==> config.mk <==
export PLATFORM = sky130hd
export DESIGN_NAME = ptr_relay
export DESIGN_NICKNAME = d
export VERILOG_FILES = /design/src/design/ptr_relay.v /design/src/design/ptr_tick.v
export VERILOG_INCLUDE_DIRS = /design/src /design/src/design
export SDC_FILE = /design/constraint.sdc
export NUM_CORES = 2
export LEC_CHECK = 0
export BUFFER_PORTS_ARGS = -buffer_cell sky130_fd_sc_hd__buf_4
export CORE_MARGIN = 5
export CORE_UTILIZATION = 35
export DETAILED_ROUTE_END_ITERATION = 7
export GPL_ROUTABILITY_DRIVEN = 0
export PLACE_DENSITY = 0.58
export RECOVER_POWER = 25
export SLEW_MARGIN = 20
export SYNTH_ARGS = -nofsm -noshare
export SYNTH_HDL_FRONTEND = slang
export SYNTH_HIERARCHICAL = 1
export SYNTH_SLANG_ARGS = --single-unit
==> constraint.sdc <==
create_clock -name CLK_SYS -period 38.9 [get_ports CLK_SYS]
set_input_delay 1.945 -clock CLK_SYS [delete_from_list [all_inputs] [get_ports CLK_SYS]]
set_output_delay 1.945 -clock CLK_SYS [all_outputs]
set_load 0.02 [all_outputs]
==> src/design/ptr_map.vh <==
// Register map, field positions and timing constants of the timing relay
`ifndef PTR_MAP_VH
`define PTR_MAP_VH

// Byte offsets of the register words
`define PTR_REG_CTRL     8'h00
`define PTR_REG_SP1      8'h04
`define PTR_REG_SP2      8'h08
`define PTR_REG_STATUS   8'h0C
`define PTR_REG_ELAPSED  8'h10

// Control word fields
`define PTR_CTRL_W       12
`define PTR_F_TRIG       0
`define PTR_F_RST        1
`define PTR_F_STOP       2
`define PTR_F_MODE_LO    3
`define PTR_F_MODE_HI    6
`define PTR_F_RNG_LO     7
`define PTR_F_RNG_HI     8
`define PTR_F_RETAIN     9
`define PTR_F_DISP       10
`define PTR_F_RUN        11
`define PTR_CTRL_RST     12'hC00

// Switch functions
`define PTR_M_ON         4'h0
`define PTR_M_ON_RND     4'h1
`define PTR_M_OFF        4'h2
`define PTR_M_OFF_RND    4'h3
`define PTR_M_ONOFF      4'h4
`define PTR_M_OFF_RT     4'h5
`define PTR_M_OFF_RT_RND 4'h6
`define PTR_M_ONOFF_RND  4'h7
`define PTR_M_PULSE      4'h8
`define PTR_M_FLASH_SYN  4'h9
`define PTR_M_FLASH_ASY  4'hA

// Time ranges
`define PTR_R_S          2'h0
`define PTR_R_MS         2'h1
`define PTR_R_HM         2'h2

// Setpoint limits and scaling
`define PTR_S_CAP_MS     32'h000F423B
`define PTR_U_CAP        32'h0000176F
`define PTR_RES_MS       5
`define PTR_MS_DIV       14'h00C8
`define PTR_HM_DIV       14'h2EE0

// Timing: clock rate, base tick in ms, cycles per tick
`define PTR_CLK_HZ       10000000
`define PTR_TICK_MS      5
`define PTR_TICK_CYC     ((`PTR_CLK_HZ / 1000) * `PTR_TICK_MS)

`endif

==> src/design/ptr_relay.v <==
// Timing relay with AXI4-Lite register access
//
// Our own choices: the AXI4-Lite slave port and the register offsets.
`timescale 1ns/1ps
`include "ptr_map.vh"

////////////////////////////////////////////////////////////////////////////
module ptr_relay #(
	parameter TICK_CYC = `PTR_TICK_CYC,
	parameter ADDR_W   = 8
)(
	input  wire              CLK_SYS,
	input  wire              RST_N,
	input  wire [ADDR_W-1:0] AWADDR,
	input  wire              AWVALID,
	output wire              AWREADY,
	input  wire [31:0]       WDATA,
	input  wire [3:0]        WSTRB,
	input  wire              WVALID,
	output wire              WREADY,
	output reg  [1:0]        BRESP,
	output reg               BVALID,
	input  wire              BREADY,
	input  wire [ADDR_W-1:0] ARADDR,
	input  wire              ARVALID,
	output wire              ARREADY,
	output reg  [31:0]       RDATA,
	output reg  [1:0]        RRESP,
	output reg               RVALID,
	input  wire              RREADY,
	output reg               CONTACT,
	output reg  [17:0]       ELAPSED,
	output wire              DISP_EN
);
	// Relay states
	localparam S_IDLE = 3'd0; // Contact open, waiting
	localparam S_TON  = 3'd1; // Timing with contact open
	localparam S_HOLD = 3'd2; // Contact closed, not timing
	localparam S_TOFF = 3'd3; // Timing with contact closed
	localparam S_DONE = 3'd4; // Pulse over, wait trigger release

	////////////////////////////////////////////////////////////////////
	// Register storage and bus state
	reg [`PTR_CTRL_W-1:0] ctrl;    // Coils and configuration
	reg [31:0]            sp1;     // Raw first setpoint operand
	reg [31:0]            sp2;     // Raw second setpoint operand
	reg                   aw_ok;   // Write address held
	reg                   w_ok;    // Write data held
	reg [ADDR_W-1:0]      aw_a;    // Held write address
	reg [31:0]            w_d;     // Held write data
	reg [3:0]             w_s;     // Held byte strobes
	wire                  wr_go;   // Both halves present
	wire [31:0]           w_mask;  // Byte lanes as bit mask
	wire [31:0]           status;  // Live state word

	// Relay state
	reg [2:0]  st;        // Current state
	reg [17:0] el;        // Elapsed units
	reg [17:0] tgt;       // Target units for this phase
	reg        trig_q;    // Trigger one cycle ago
	reg [15:0] lfsr;      // Random source
	reg [13:0] pre;       // Unit prescaler
	reg        ut;        // One unit of time passed
	reg [2:0]  next_st;
	reg [17:0] next_el;
	reg [17:0] next_tgt;
	wire       base_t;    // 5 ms enable

	// Control fields
	wire       trig   = ctrl[`PTR_F_TRIG];
	wire       rcoil  = ctrl[`PTR_F_RST];
	wire       stop   = ctrl[`PTR_F_STOP];
	wire [3:0] mode   = ctrl[`PTR_F_MODE_HI:`PTR_F_MODE_LO];
	wire [1:0] rng    = ctrl[`PTR_F_RNG_HI:`PTR_F_RNG_LO];
	wire       retain = ctrl[`PTR_F_RETAIN];
	wire       run    = ctrl[`PTR_F_RUN];

	// Mode classes
	wire on_m    = (mode == `PTR_M_ON) || (mode == `PTR_M_ON_RND);
	wire rt_m    = (mode == `PTR_M_OFF_RT) ||
	               (mode == `PTR_M_OFF_RT_RND);
	wire off_m   = (mode == `PTR_M_OFF) || (mode == `PTR_M_OFF_RND) ||
	               rt_m;
	wire onoff_m = (mode == `PTR_M_ONOFF) ||
	               (mode == `PTR_M_ONOFF_RND);
	wire pulse_m = (mode == `PTR_M_PULSE);
	wire syn_m   = (mode == `PTR_M_FLASH_SYN);
	wire flash_m = syn_m || (mode == `PTR_M_FLASH_ASY);
	wire rnd_m   = (mode == `PTR_M_ON_RND) || (mode == `PTR_M_OFF_RND) ||
	               (mode == `PTR_M_OFF_RT_RND) ||
	               (mode == `PTR_M_ONOFF_RND);

	assign DISP_EN = ctrl[`PTR_F_DISP];

	////////////////////////////////////////////////////////////////////
	// Setpoint scaling to internal units
	function [17:0] conv;
		input [31:0] raw;
		input [1:0]  r;
		reg   [31:0] c;
		begin
			if (r == `PTR_R_S) begin
				// Cap then round to nearest 5 ms step
				c = (raw > `PTR_S_CAP_MS) ? `PTR_S_CAP_MS : raw;
				c = (c + 32'h2) / `PTR_RES_MS;
			end else begin
				c = (raw > `PTR_U_CAP) ? `PTR_U_CAP : raw;
			end
			conv = c[17:0];
		end
	endfunction

	// Scale a setpoint by the random fraction in random variants
	function [17:0] pick;
		input [17:0] sp;
		input        rnd;
		input [15:0] r;
		reg   [33:0] p;
		begin
			p = sp * r;
			pick = rnd ? p[33:16] : sp;
		end
	endfunction

	wire [17:0] sp1u = conv(sp1, rng);
	wire [17:0] sp2u = conv(sp2, rng);
	wire [17:0] spf  = syn_m ? sp1u : sp2u; // Space time
	wire        done = (el >= tgt);  // Registered state, next-cycle view
	wire        adv  = ut && !stop;  // Stop freezes timing

	////////////////////////////////////////////////////////////////////
	// AXI4-Lite write channel: address and data taken in either order
	assign AWREADY = !aw_ok;
	assign WREADY  = !w_ok;
	assign wr_go   = aw_ok && w_ok && !BVALID;
	assign w_mask  = {{8{w_s[3]}}, {8{w_s[2]}}, {8{w_s[1]}}, {8{w_s[0]}}};

	// Hold each half until both are present, then answer
	always @(posedge CLK_SYS or negedge RST_N) begin
		if (!RST_N) begin
			aw_ok <= 1'b0;
			w_ok <= 1'b0;
			aw_a <= {ADDR_W{1'b0}};
			w_d <= 32'h00000000;
			w_s <= 4'h0;
			BVALID <= 1'b0;
			BRESP <= 2'h0;
		end else begin
			if (AWVALID && !aw_ok) begin
				aw_ok <= 1'b1;
				aw_a <= AWADDR;
			end
			if (WVALID && !w_ok) begin
				w_ok <= 1'b1;
				w_d <= WDATA;
				w_s <= WSTRB;
			end
			if (wr_go) begin
				aw_ok <= 1'b0;
				w_ok <= 1'b0;
				BVALID <= 1'b1;
				// Read-only and unmapped words answer with an error
				case (aw_a[7:0])
				`PTR_REG_CTRL, `PTR_REG_SP1, `PTR_REG_SP2: BRESP <= 2'h0;
				default: BRESP <= 2'h2;
				endcase
			end else if (BVALID && BREADY) begin
				BVALID <= 1'b0;
			end
		end
	end

	// Writable registers, byte lanes honoured
	always @(posedge CLK_SYS or negedge RST_N) begin
		if (!RST_N) begin
			ctrl <= `PTR_CTRL_RST; // Run, display enabled
			sp1 <= 32'h00000000;
			sp2 <= 32'h00000000;
		end else if (wr_go) begin
			case (aw_a[7:0])
			`PTR_REG_CTRL: begin
				ctrl <= (ctrl & ~w_mask[`PTR_CTRL_W-1:0]) |
				        (w_d[`PTR_CTRL_W-1:0] & w_mask[`PTR_CTRL_W-1:0]);
			end
			`PTR_REG_SP1: sp1 <= (sp1 & ~w_mask) | (w_d & w_mask);
			`PTR_REG_SP2: sp2 <= (sp2 & ~w_mask) | (w_d & w_mask);
			default: ;
			endcase
		end
	end

	////////////////////////////////////////////////////////////////////
	// AXI4-Lite read channel: one answer per address, next edge
	assign ARREADY = !RVALID;
	assign status  = {25'h0000000, tgt == el, st, 2'h0, CONTACT};

	always @(posedge CLK_SYS or negedge RST_N) begin
		if (!RST_N) begin
			RVALID <= 1'b0;
			RDATA <= 32'h00000000;
			RRESP <= 2'h0;
		end else if (ARVALID && !RVALID) begin
			RVALID <= 1'b1;
			RRESP <= 2'h0;
			case (ARADDR[7:0])
			`PTR_REG_CTRL:    RDATA <= {20'h00000, ctrl};
			`PTR_REG_SP1:     RDATA <= sp1;
			`PTR_REG_SP2:     RDATA <= sp2;
			`PTR_REG_STATUS:  RDATA <= status;
			`PTR_REG_ELAPSED: RDATA <= {14'h0000, el};
			default: begin
				RDATA <= 32'h00000000;
				RRESP <= 2'h2;
			end
			endcase
		end else if (RVALID && RREADY) begin
			RVALID <= 1'b0;
		end
	end

	////////////////////////////////////////////////////////////////////
	// Time base: 5 ms tick, scaled per range
	ptr_tick #(
		.DIV (TICK_CYC),
		.CW  (16)
	) u_tick (
		.CLK_SYS (CLK_SYS),
		.RST_N   (RST_N),
		.EN      (run),
		.TICK    (base_t)
	);

	// Prescaler: 1 s or 1 min units outside the seconds range
	always @(posedge CLK_SYS or negedge RST_N) begin
		if (!RST_N) begin
			pre <= 14'h0000;
			ut <= 1'b0;
		end else if (!base_t) begin
			ut <= 1'b0;
		end else if (rng == `PTR_R_S) begin
			pre <= 14'h0000;
			ut <= 1'b1;
		end else if (pre == ((rng == `PTR_R_MS) ? `PTR_MS_DIV :
		                     `PTR_HM_DIV) - 14'h0001) begin
			pre <= 14'h0000;
			ut <= 1'b1;
		end else begin
			pre <= pre + 14'h0001;
			ut <= 1'b0;
		end
	end

	// Random source, free-running so draws depend on trigger timing
	always @(posedge CLK_SYS or negedge RST_N) begin
		if (!RST_N) begin
			lfsr <= 16'hACE1;
		end else begin
			lfsr <= {lfsr[14:0], lfsr[15] ^ lfsr[13] ^ lfsr[12] ^ lfsr[10]};
		end
	end

	////////////////////////////////////////////////////////////////////
	// Next-state logic of the relay
	always @* begin
		next_st = st;
		next_el = el;
		next_tgt = tgt;
		case (st)
		S_IDLE: begin
			if ((on_m || onoff_m) && trig && !trig_q) begin
				// Fresh trigger edge needed, also after reset
				next_st = S_TON;
				next_el = 18'h00000;
				next_tgt = pick(sp1u, rnd_m, lfsr);
			end else if (off_m && trig) begin
				// Close with trigger; resumes after reset
				next_st = S_HOLD;
				next_el = 18'h00000;
			end else if ((pulse_m || flash_m) && trig) begin
				next_st = S_TOFF; // Pulse or mark phase
				next_el = 18'h00000;
				next_tgt = sp1u;
			end
		end
		S_TON: begin
			if (!trig) begin
				next_st = S_IDLE; // Early release abandons
				next_el = 18'h00000;
			end else if (done) begin
				if (flash_m) begin
					next_st = S_TOFF; // Space over, mark again
					next_el = 18'h00000;
					next_tgt = sp1u;
				end else begin
					next_st = S_HOLD;
				end
			end else if (adv) begin
				next_el = el + 18'h00001;
			end
		end
		S_HOLD: begin
			if (!trig) begin
				if (onoff_m) begin
					next_st = S_TOFF; // Off-delay from second value
					next_el = 18'h00000;
					next_tgt = pick(sp2u, rnd_m, lfsr);
				end else if (off_m) begin
					next_st = S_TOFF;
					// Keep partial time, draw a target only when fresh
					if (el == 18'h00000) begin
						next_tgt = pick(sp1u, rnd_m, lfsr);
					end
				end else begin
					next_st = S_IDLE;
				end
			end
		end
		S_TOFF: begin
			if (done) begin
				next_el = 18'h00000;
				if (flash_m) begin
					next_st = S_TON; // Mark over, space phase
					next_tgt = spf;
				end else if (pulse_m) begin
					next_st = S_DONE; // Long trigger cannot extend
				end else begin
					next_st = S_IDLE;
				end
			end else if ((off_m || onoff_m) && trig) begin
				next_st = S_HOLD;
				// Retriggerable restarts the full time
				if (rt_m || onoff_m) begin
					next_el = 18'h00000;
				end
			end else if (flash_m && !trig) begin
				next_st = S_IDLE; // Flash only while triggered
				next_el = 18'h00000;
			end else if (adv) begin
				next_el = el + 18'h00001; // Short trigger lengthened
			end
		end
		S_DONE: begin
			if (!trig) begin
				next_st = S_IDLE;
			end
		end
		default: begin
			next_st = S_IDLE;
		end
		endcase
	end

	////////////////////////////////////////////////////////////////////
	// Relay state registers and outputs
	always @(posedge CLK_SYS or negedge RST_N) begin
		if (!RST_N) begin
			st <= S_IDLE;
			el <= 18'h00000;
			tgt <= 18'h00000;
			trig_q <= 1'b0;
			CONTACT <= 1'b0;
			ELAPSED <= 18'h00000;
		end else begin
			trig_q <= trig;
			if (rcoil) begin
				// Reset coil wins over everything
				st <= S_IDLE;
				el <= 18'h00000;
				CONTACT <= 1'b0;
				ELAPSED <= 18'h00000;
			end else if (!run) begin
				// Stop mode: keep value only when retentive
				if (!retain) begin
					st <= S_IDLE;
					el <= 18'h00000;
					CONTACT <= 1'b0;
					ELAPSED <= 18'h00000;
				end
			end else begin
				st <= next_st;
				el <= next_el;
				tgt <= next_tgt;
				// Contact closed while holding or timing closed
				CONTACT <= (next_st == S_HOLD) || (next_st == S_TOFF);
				ELAPSED <= next_el;
			end
		end
	end
endmodule

==> src/design/ptr_tick.v <==
// Divider counting while EN is high, giving a one-cycle enable pulse every DIV cycles
`timescale 1ns/1ps
module ptr_tick #(
	parameter DIV = 50000,
	parameter CW  = 16
)(
	input  wire CLK_SYS,
	input  wire RST_N,
	input  wire EN,
	output reg  TICK
);
	reg [CW-1:0] cnt; // Cycles since last pulse

	// Count while enabled; halting keeps the phase for a clean resume
	always @(posedge CLK_SYS or negedge RST_N) begin
		if (!RST_N) begin
			cnt <= {CW{1'b0}};
			TICK <= 1'b0;
		end else if (EN) begin
			if (cnt == DIV[CW-1:0] - 1'b1) begin
				cnt <= {CW{1'b0}};
				TICK <= 1'b1;
			end else begin
				cnt <= cnt + 1'b1;
				TICK <= 1'b0;
			end
		end else begin
			TICK <= 1'b0;
		end
	end
endmodule

Word-level counts from Yosys, hierarchy flattened
Index checks and enable logic that the tools add are counted.
{"block": "totals", "regBits": 249, "output_inout_bits": 61, "word_cells": 229}
{"block": "classes", "add_sub_neg": 6, "multipliers": 2, "n_div": 2, "n_lt_le_gt_ge": 5, "eq_ne": 43, "muxes": 81, "bitwise": 14, "n_reduce_logical": 53}
{"operator": "2-to-1 mux 18 bit", "count": 35}
{"operator": "case mux 32 bit (5 select lines)", "count": 1}
{"operator": "case mux 18 bit (4 select lines)", "count": 2}
{"operator": "AND 32 bit", "count": 3}
{"operator": "multiplier 18 x 16 -> 34 bit", "count": 2}
{"operator": "adder 32 x 2 -> 32 bit (second input constant)", "count": 2}
{"operator": "divider 32 x 3 -> 32 bit (second input constant)", "count": 2}
{"operator": "greater-than comparator 32 x 13 -> 1 bit (second input constant)", "count": 2}
{"operator": "greater-than comparator 32 x 20 -> 1 bit (second input constant)", "count": 2}
{"operator": "2-to-1 mux 32 bit", "count": 2}
{"operator": "OR 32 bit", "count": 2}
{"operator": "2-to-1 mux 3 bit", "count": 15}
{"operator": "2-to-1 mux 14 bit", "count": 3}
{"operator": "NOT 32 bit", "count": 1}
{"operator": "AND 12 bit", "count": 2}
{"operator": "== test 8 x 4 -> 1 bit (second input constant)", "count": 3}
{"operator": "adder 18 x 1 -> 18 bit (second input constant)", "count": 1}
{"operator": "== test 18 bit", "count": 1}
{"operator": ">= comparator 18 bit", "count": 1}
{"operator": "zero test 18 bit", "count": 1}
{"operator": "inequality test 6 bit (second input constant)", "count": 3}
{"operator": "2-to-1 mux 1 bit", "count": 17}
{"operator": "adder 16 x 1 -> 16 bit (second input constant)", "count": 1}
{"operator": "== test 16 bit (second input constant)", "count": 1}
{"operator": "other kinds (39)", "count": 101}

Longest topological paths before layout
{"block": "logic_depth", "depth_word": 12, "mapped_depth": 111, "mapped_depth_nobuf": 94}

Cells and area by module
Netlist, hierarchy kept.
{"module": "ptr_relay", "n_inst": 1, "cells_each": 6270, "area_each_um2": 49784.0, "seq_area_each_um2": 5768.0}
{"module": "ptr_tick", "n_inst": 1, "cells_each": 87, "area_each_um2": 889.6, "seq_area_each_um2": 425.4}

Worst setup path before layout
OpenSTA, ideal clock, no wires.
{"block": "synth_path", "kind": "register -> register", "startpoint": "reg with a tool-made name", "endpoint": "reg tgt[17]", "t_arrival_ps": 23164, "slack_ps": 15616, "stages_incl_launch_ff": 97, "n_path_buf": 11, "synth_period_minus_slack_ps": 23284, "cell_sequence": "dfrtp_1 -> nor4_4 -> nand3_4 -> or3_1 -> clkbuf_1 -> buf_2 -> buf_1 -> clkbuf_1 -> nor2_1 -> inv_1 -> ha_1 -> nand3_1 -> buf_2 -> o21ai_0 -> a2111oi_0 -> nor2_1 -> and2_1 -> buf_2 -> (+61 left out) -> ha_1 -> and3_1 -> nand3_1 -> nor2_1 -> o21ai_0 -> and3b_1 -> o21bai_1 -> a21o_1 -> a21o_1 -> a21oi_1 -> o21bai_1 -> a21o_1 -> a21oi_1 -> o21ai_1 -> a2111oi_0 -> a31oi_1 -> o21ai_1 -> nand2_1"}
{"element": "to (signal assigned)", "line": "ptr_relay.v:382", "source": "tgt <= next_tgt;"}
{"element": "to (decl)", "line": "ptr_relay.v:59", "source": "reg [17:0] tgt;"}

==> results.json <==
{
  "whs_path_depth": 1,
  "grt_antenna_before_repair": 7,
  "io_buffers": 117,
  "outcome": "finished, violations left",
  "fin_crit_sh_pct": 80.4,
  "synthDominantCellAreaShare_pct": 17.5,
  "wire_per_inst_um": 22.1,
  "grt_max_degree": 108,
  "clk_path_buf_depth": 3,
  "start_util_pct": 35.2,
  "drc": 9,
  "fin_crit_ns": 31.27,
  "track_usage_pct": 22.9,
  "coreArea_mm2": 0.144,
  "drt_wl_total_um": 181000,
  "violations": "design-rule violations, max-capacitance violations, max-slew violations",
  "worstMarginPinSlew_ns": 6.10,
  "crit_fanout": 25,
  "worstHoldStart": "u_tick/cnt[15]$_DFFE_PN0P_",
  "clock-sinks": 247,
  "worst_path_largest_cell_delay_ns": 0.90,
  "cts_buffers": 29,
  "synth_edf_count": 0,
  "fmax_mhz": 32.0,
  "die_area_mm2": 0.152,
  "cpMaxStageDelayCell": "dfrtp_1",
  "grt_pass1_vias": 48000,
  "path_class": "flip-flop to flip-flop",
  "end_kind": "flip-flop",
  "n_fill_cell": 14900,
  "relSlewSlack_pct": -307,
  "synth.distinct_cells": 160,
  "critPathRequiredTime_ns": 39.44,
  "r2r_setup_slack_ns": 7.63,
  "syn_area_mm2": 0.0507,
  "rsz0062_at_grt": "false",
  "htree_levels": 1,
  "skew_ns": 0.0354,
  "nets": 6997,
  "startpoint_type": "flip-flop",
  "tns_ns": 0,
  "critPathArrivalTime_ns": 31.81,
  "synth.area.top_cells": "fa_1 17%, dfrtp_1 12%, nand2_1 6.2%",
  "stdcell_count": 8185,
  "synth-warning-count": 6,
  "area_growth_pct": 6.46,
  "drtAntennaViolNets": 0,
  "yosysTopAreaCell": "fa_1",
  "vias_per_cell": 6.06,
  "die_w_um": 391,
  "avgSynthCellArea_um2": 7.97,
  "setup_viol": 0,
  "yosysMostFrequentCell": "nand2_1",
  "firstDrtPassIters": 8,
  "path_clk_slew_ns": 0.07,
  "cts-resized-gates": 0,
  "hold_end": "u_tick/cnt[15]$_DFFE_PN0P_",
  "dp_cells": 8127,
  "synth_async_sr_flop_share_pct": 100,
  "post_cts_buffers": 0,
  "finalHoldViolations": 0,
  "die-height_um": 391,
  "ys_ff_latch": 247,
  "first_iter_violations": 5182,
  "num_rows": 139,
  "crit_buf_inv": 8,
  "crit_top_cell": "nand2_1",
  "synthTopCellsByCount": "843 x nand2_1, 586 x inv_1, 444 x nor2_1, 442 x fa_1, 280 x a21oi_1",
  "dpl.hpwl_um": 141000,
  "cts_tree": "done",
  "cts_hold_buf": 0,
  "yosysSeqAreaShare_pct": 12.2,
  "drv_slew": 435,
  "reg2reg_to": "tgt[17]$_DFFE_PN0P_",
  "ioPinCount": 120,
  "clk_latency_ns": 0.60,
  "min_path_type": "flip-flop to flip-flop",
  "synth_ff_type": "dfrtp_1",
  "r2r_cells": 94,
  "crit_family": "compound AO/OA/AOI/OAI gates",
  "cap_violations": 10,
  "vias": 49600,
  "drive_gt1_share_pct": 10.6,
  "root_buffer": "clkbuf_16",
  "overflow": 0,
  "grt_pass1_wl_um": 282000,
  "syn_inst": 6357
}
-- per-stage QoR --
step                      util (%)  setup WS, ns  hold WS, ns  area [um^2]
final                         37.5          7.63        0.473        53900
after global routing          37.5          6.14        0.509        53900
after CTS                     37.5          8.39        0.475        54000
after detailed placement      36.9          8.52        0.467        53000
after global placement        36.9          8.09        0.459        53000
after floorplan                  -         15.62        0.352        50700
-- worst reg2reg max path: cells and delay by family (launching register included) --
family,cells,cell delay (ns)
AND/OR/NAND/NOR,31,9.36
XOR/XNOR,2,0.97
buffers and inverters,8,1.41
adder cells (fa/ha/maj),9,4.45
AO/OA/AOI/OAI,40,13.14
multiplexers,4,1.02
flip-flops,1,0.90
-- routing by layer --
layer | track usage (%) | vias to the layer above | wire (um)
met5 | 0 | - | 29
met1 | 31.0 | 24600 | 76000
met2 | 37.8 | 2235 | 83800
met4 | 8.08 | 6 | 7410
li1 | - | 22300 | -
met3 | 2.68 | 427 | 13900
-- cells in the final DEF, fill, tap and decap left out, types with 30 or more instances in the layout --
cell type and n:
buf_4 206, mux2i_1 70, nand3_1 179, nand2b_1 56, o21ai_0 220, and3_1 86, or3_1 55, fa_1 442
nand4_1 106, xnor2_1 181, xor2_1 82, nor2_1 439, mux2_2 150, o22ai_1 31, a211oi_1 56, o31ai_1 35
a21o_1 95, nor4_1 60, a211o_1 30, nor3_1 168, a31oi_1 64, dfrtp_1 237, o21ai_1 62, a21oi_1 266
or4_1 36, o21a_1 45, and2_1 200, ha_1 240, o211ai_1 67, inv_1 586, nand2_1 843
-- cell families (layout without fill, tap and decap cells) --
kind of cell	count (synthesis)	in the layout	synth area share, %
compound gates	1514	1514	22.0
xor+xnor	269	269	4.75
fa+ha+maj	686	686	23.5
buf+inv	943	863	8.01
flops	247	247	12.2
mux	231	231	5.03
other cells	1	6	0.00740
simple gates	2466	2466	24.6
-- area by class of cell --
type                       count  area (um^2)  share of cell area (%)
sequential                   247         6190                    11.5
inverter                     588         2210                    4.09
antenna                        4         10.0                  0.0186
clock inverter                 9          119                   0.220
tap                         1903         2380                    4.41
timing repair buffer         222         1640                    3.04
multi-input combinational   5168        40600                    75.2
clock buffer                  44          832                    1.54
-- how the worst max path moves through the flow --
| stage | from | endpoint | slack, ns | depth (start not counted) |
|---|---|---|---|---|
| after floorplan | flip-flop | tgt[17]$_DFFE_PN0P_ | 15.62 | 96 |
| after global placement | flip-flop | tgt[17]$_DFFE_PN0P_ | 8.09 | 94 |
| after detailed placement | flip-flop | tgt[17]$_DFFE_PN0P_ | 8.52 | 94 |
| after CTS | flip-flop | tgt[17]$_DFFE_PN0P_ | 8.39 | 94 |
| after global routing | flip-flop | tgt[17]$_DFFE_PN0P_ | 6.14 | 95 |
| final | flip-flop | tgt[17]$_DFFE_PN0P_ | 7.63 | 94 |
Power is not shown: default switching activity piles up to over one toggle a cycle in this logic, so the estimate is an artifact.
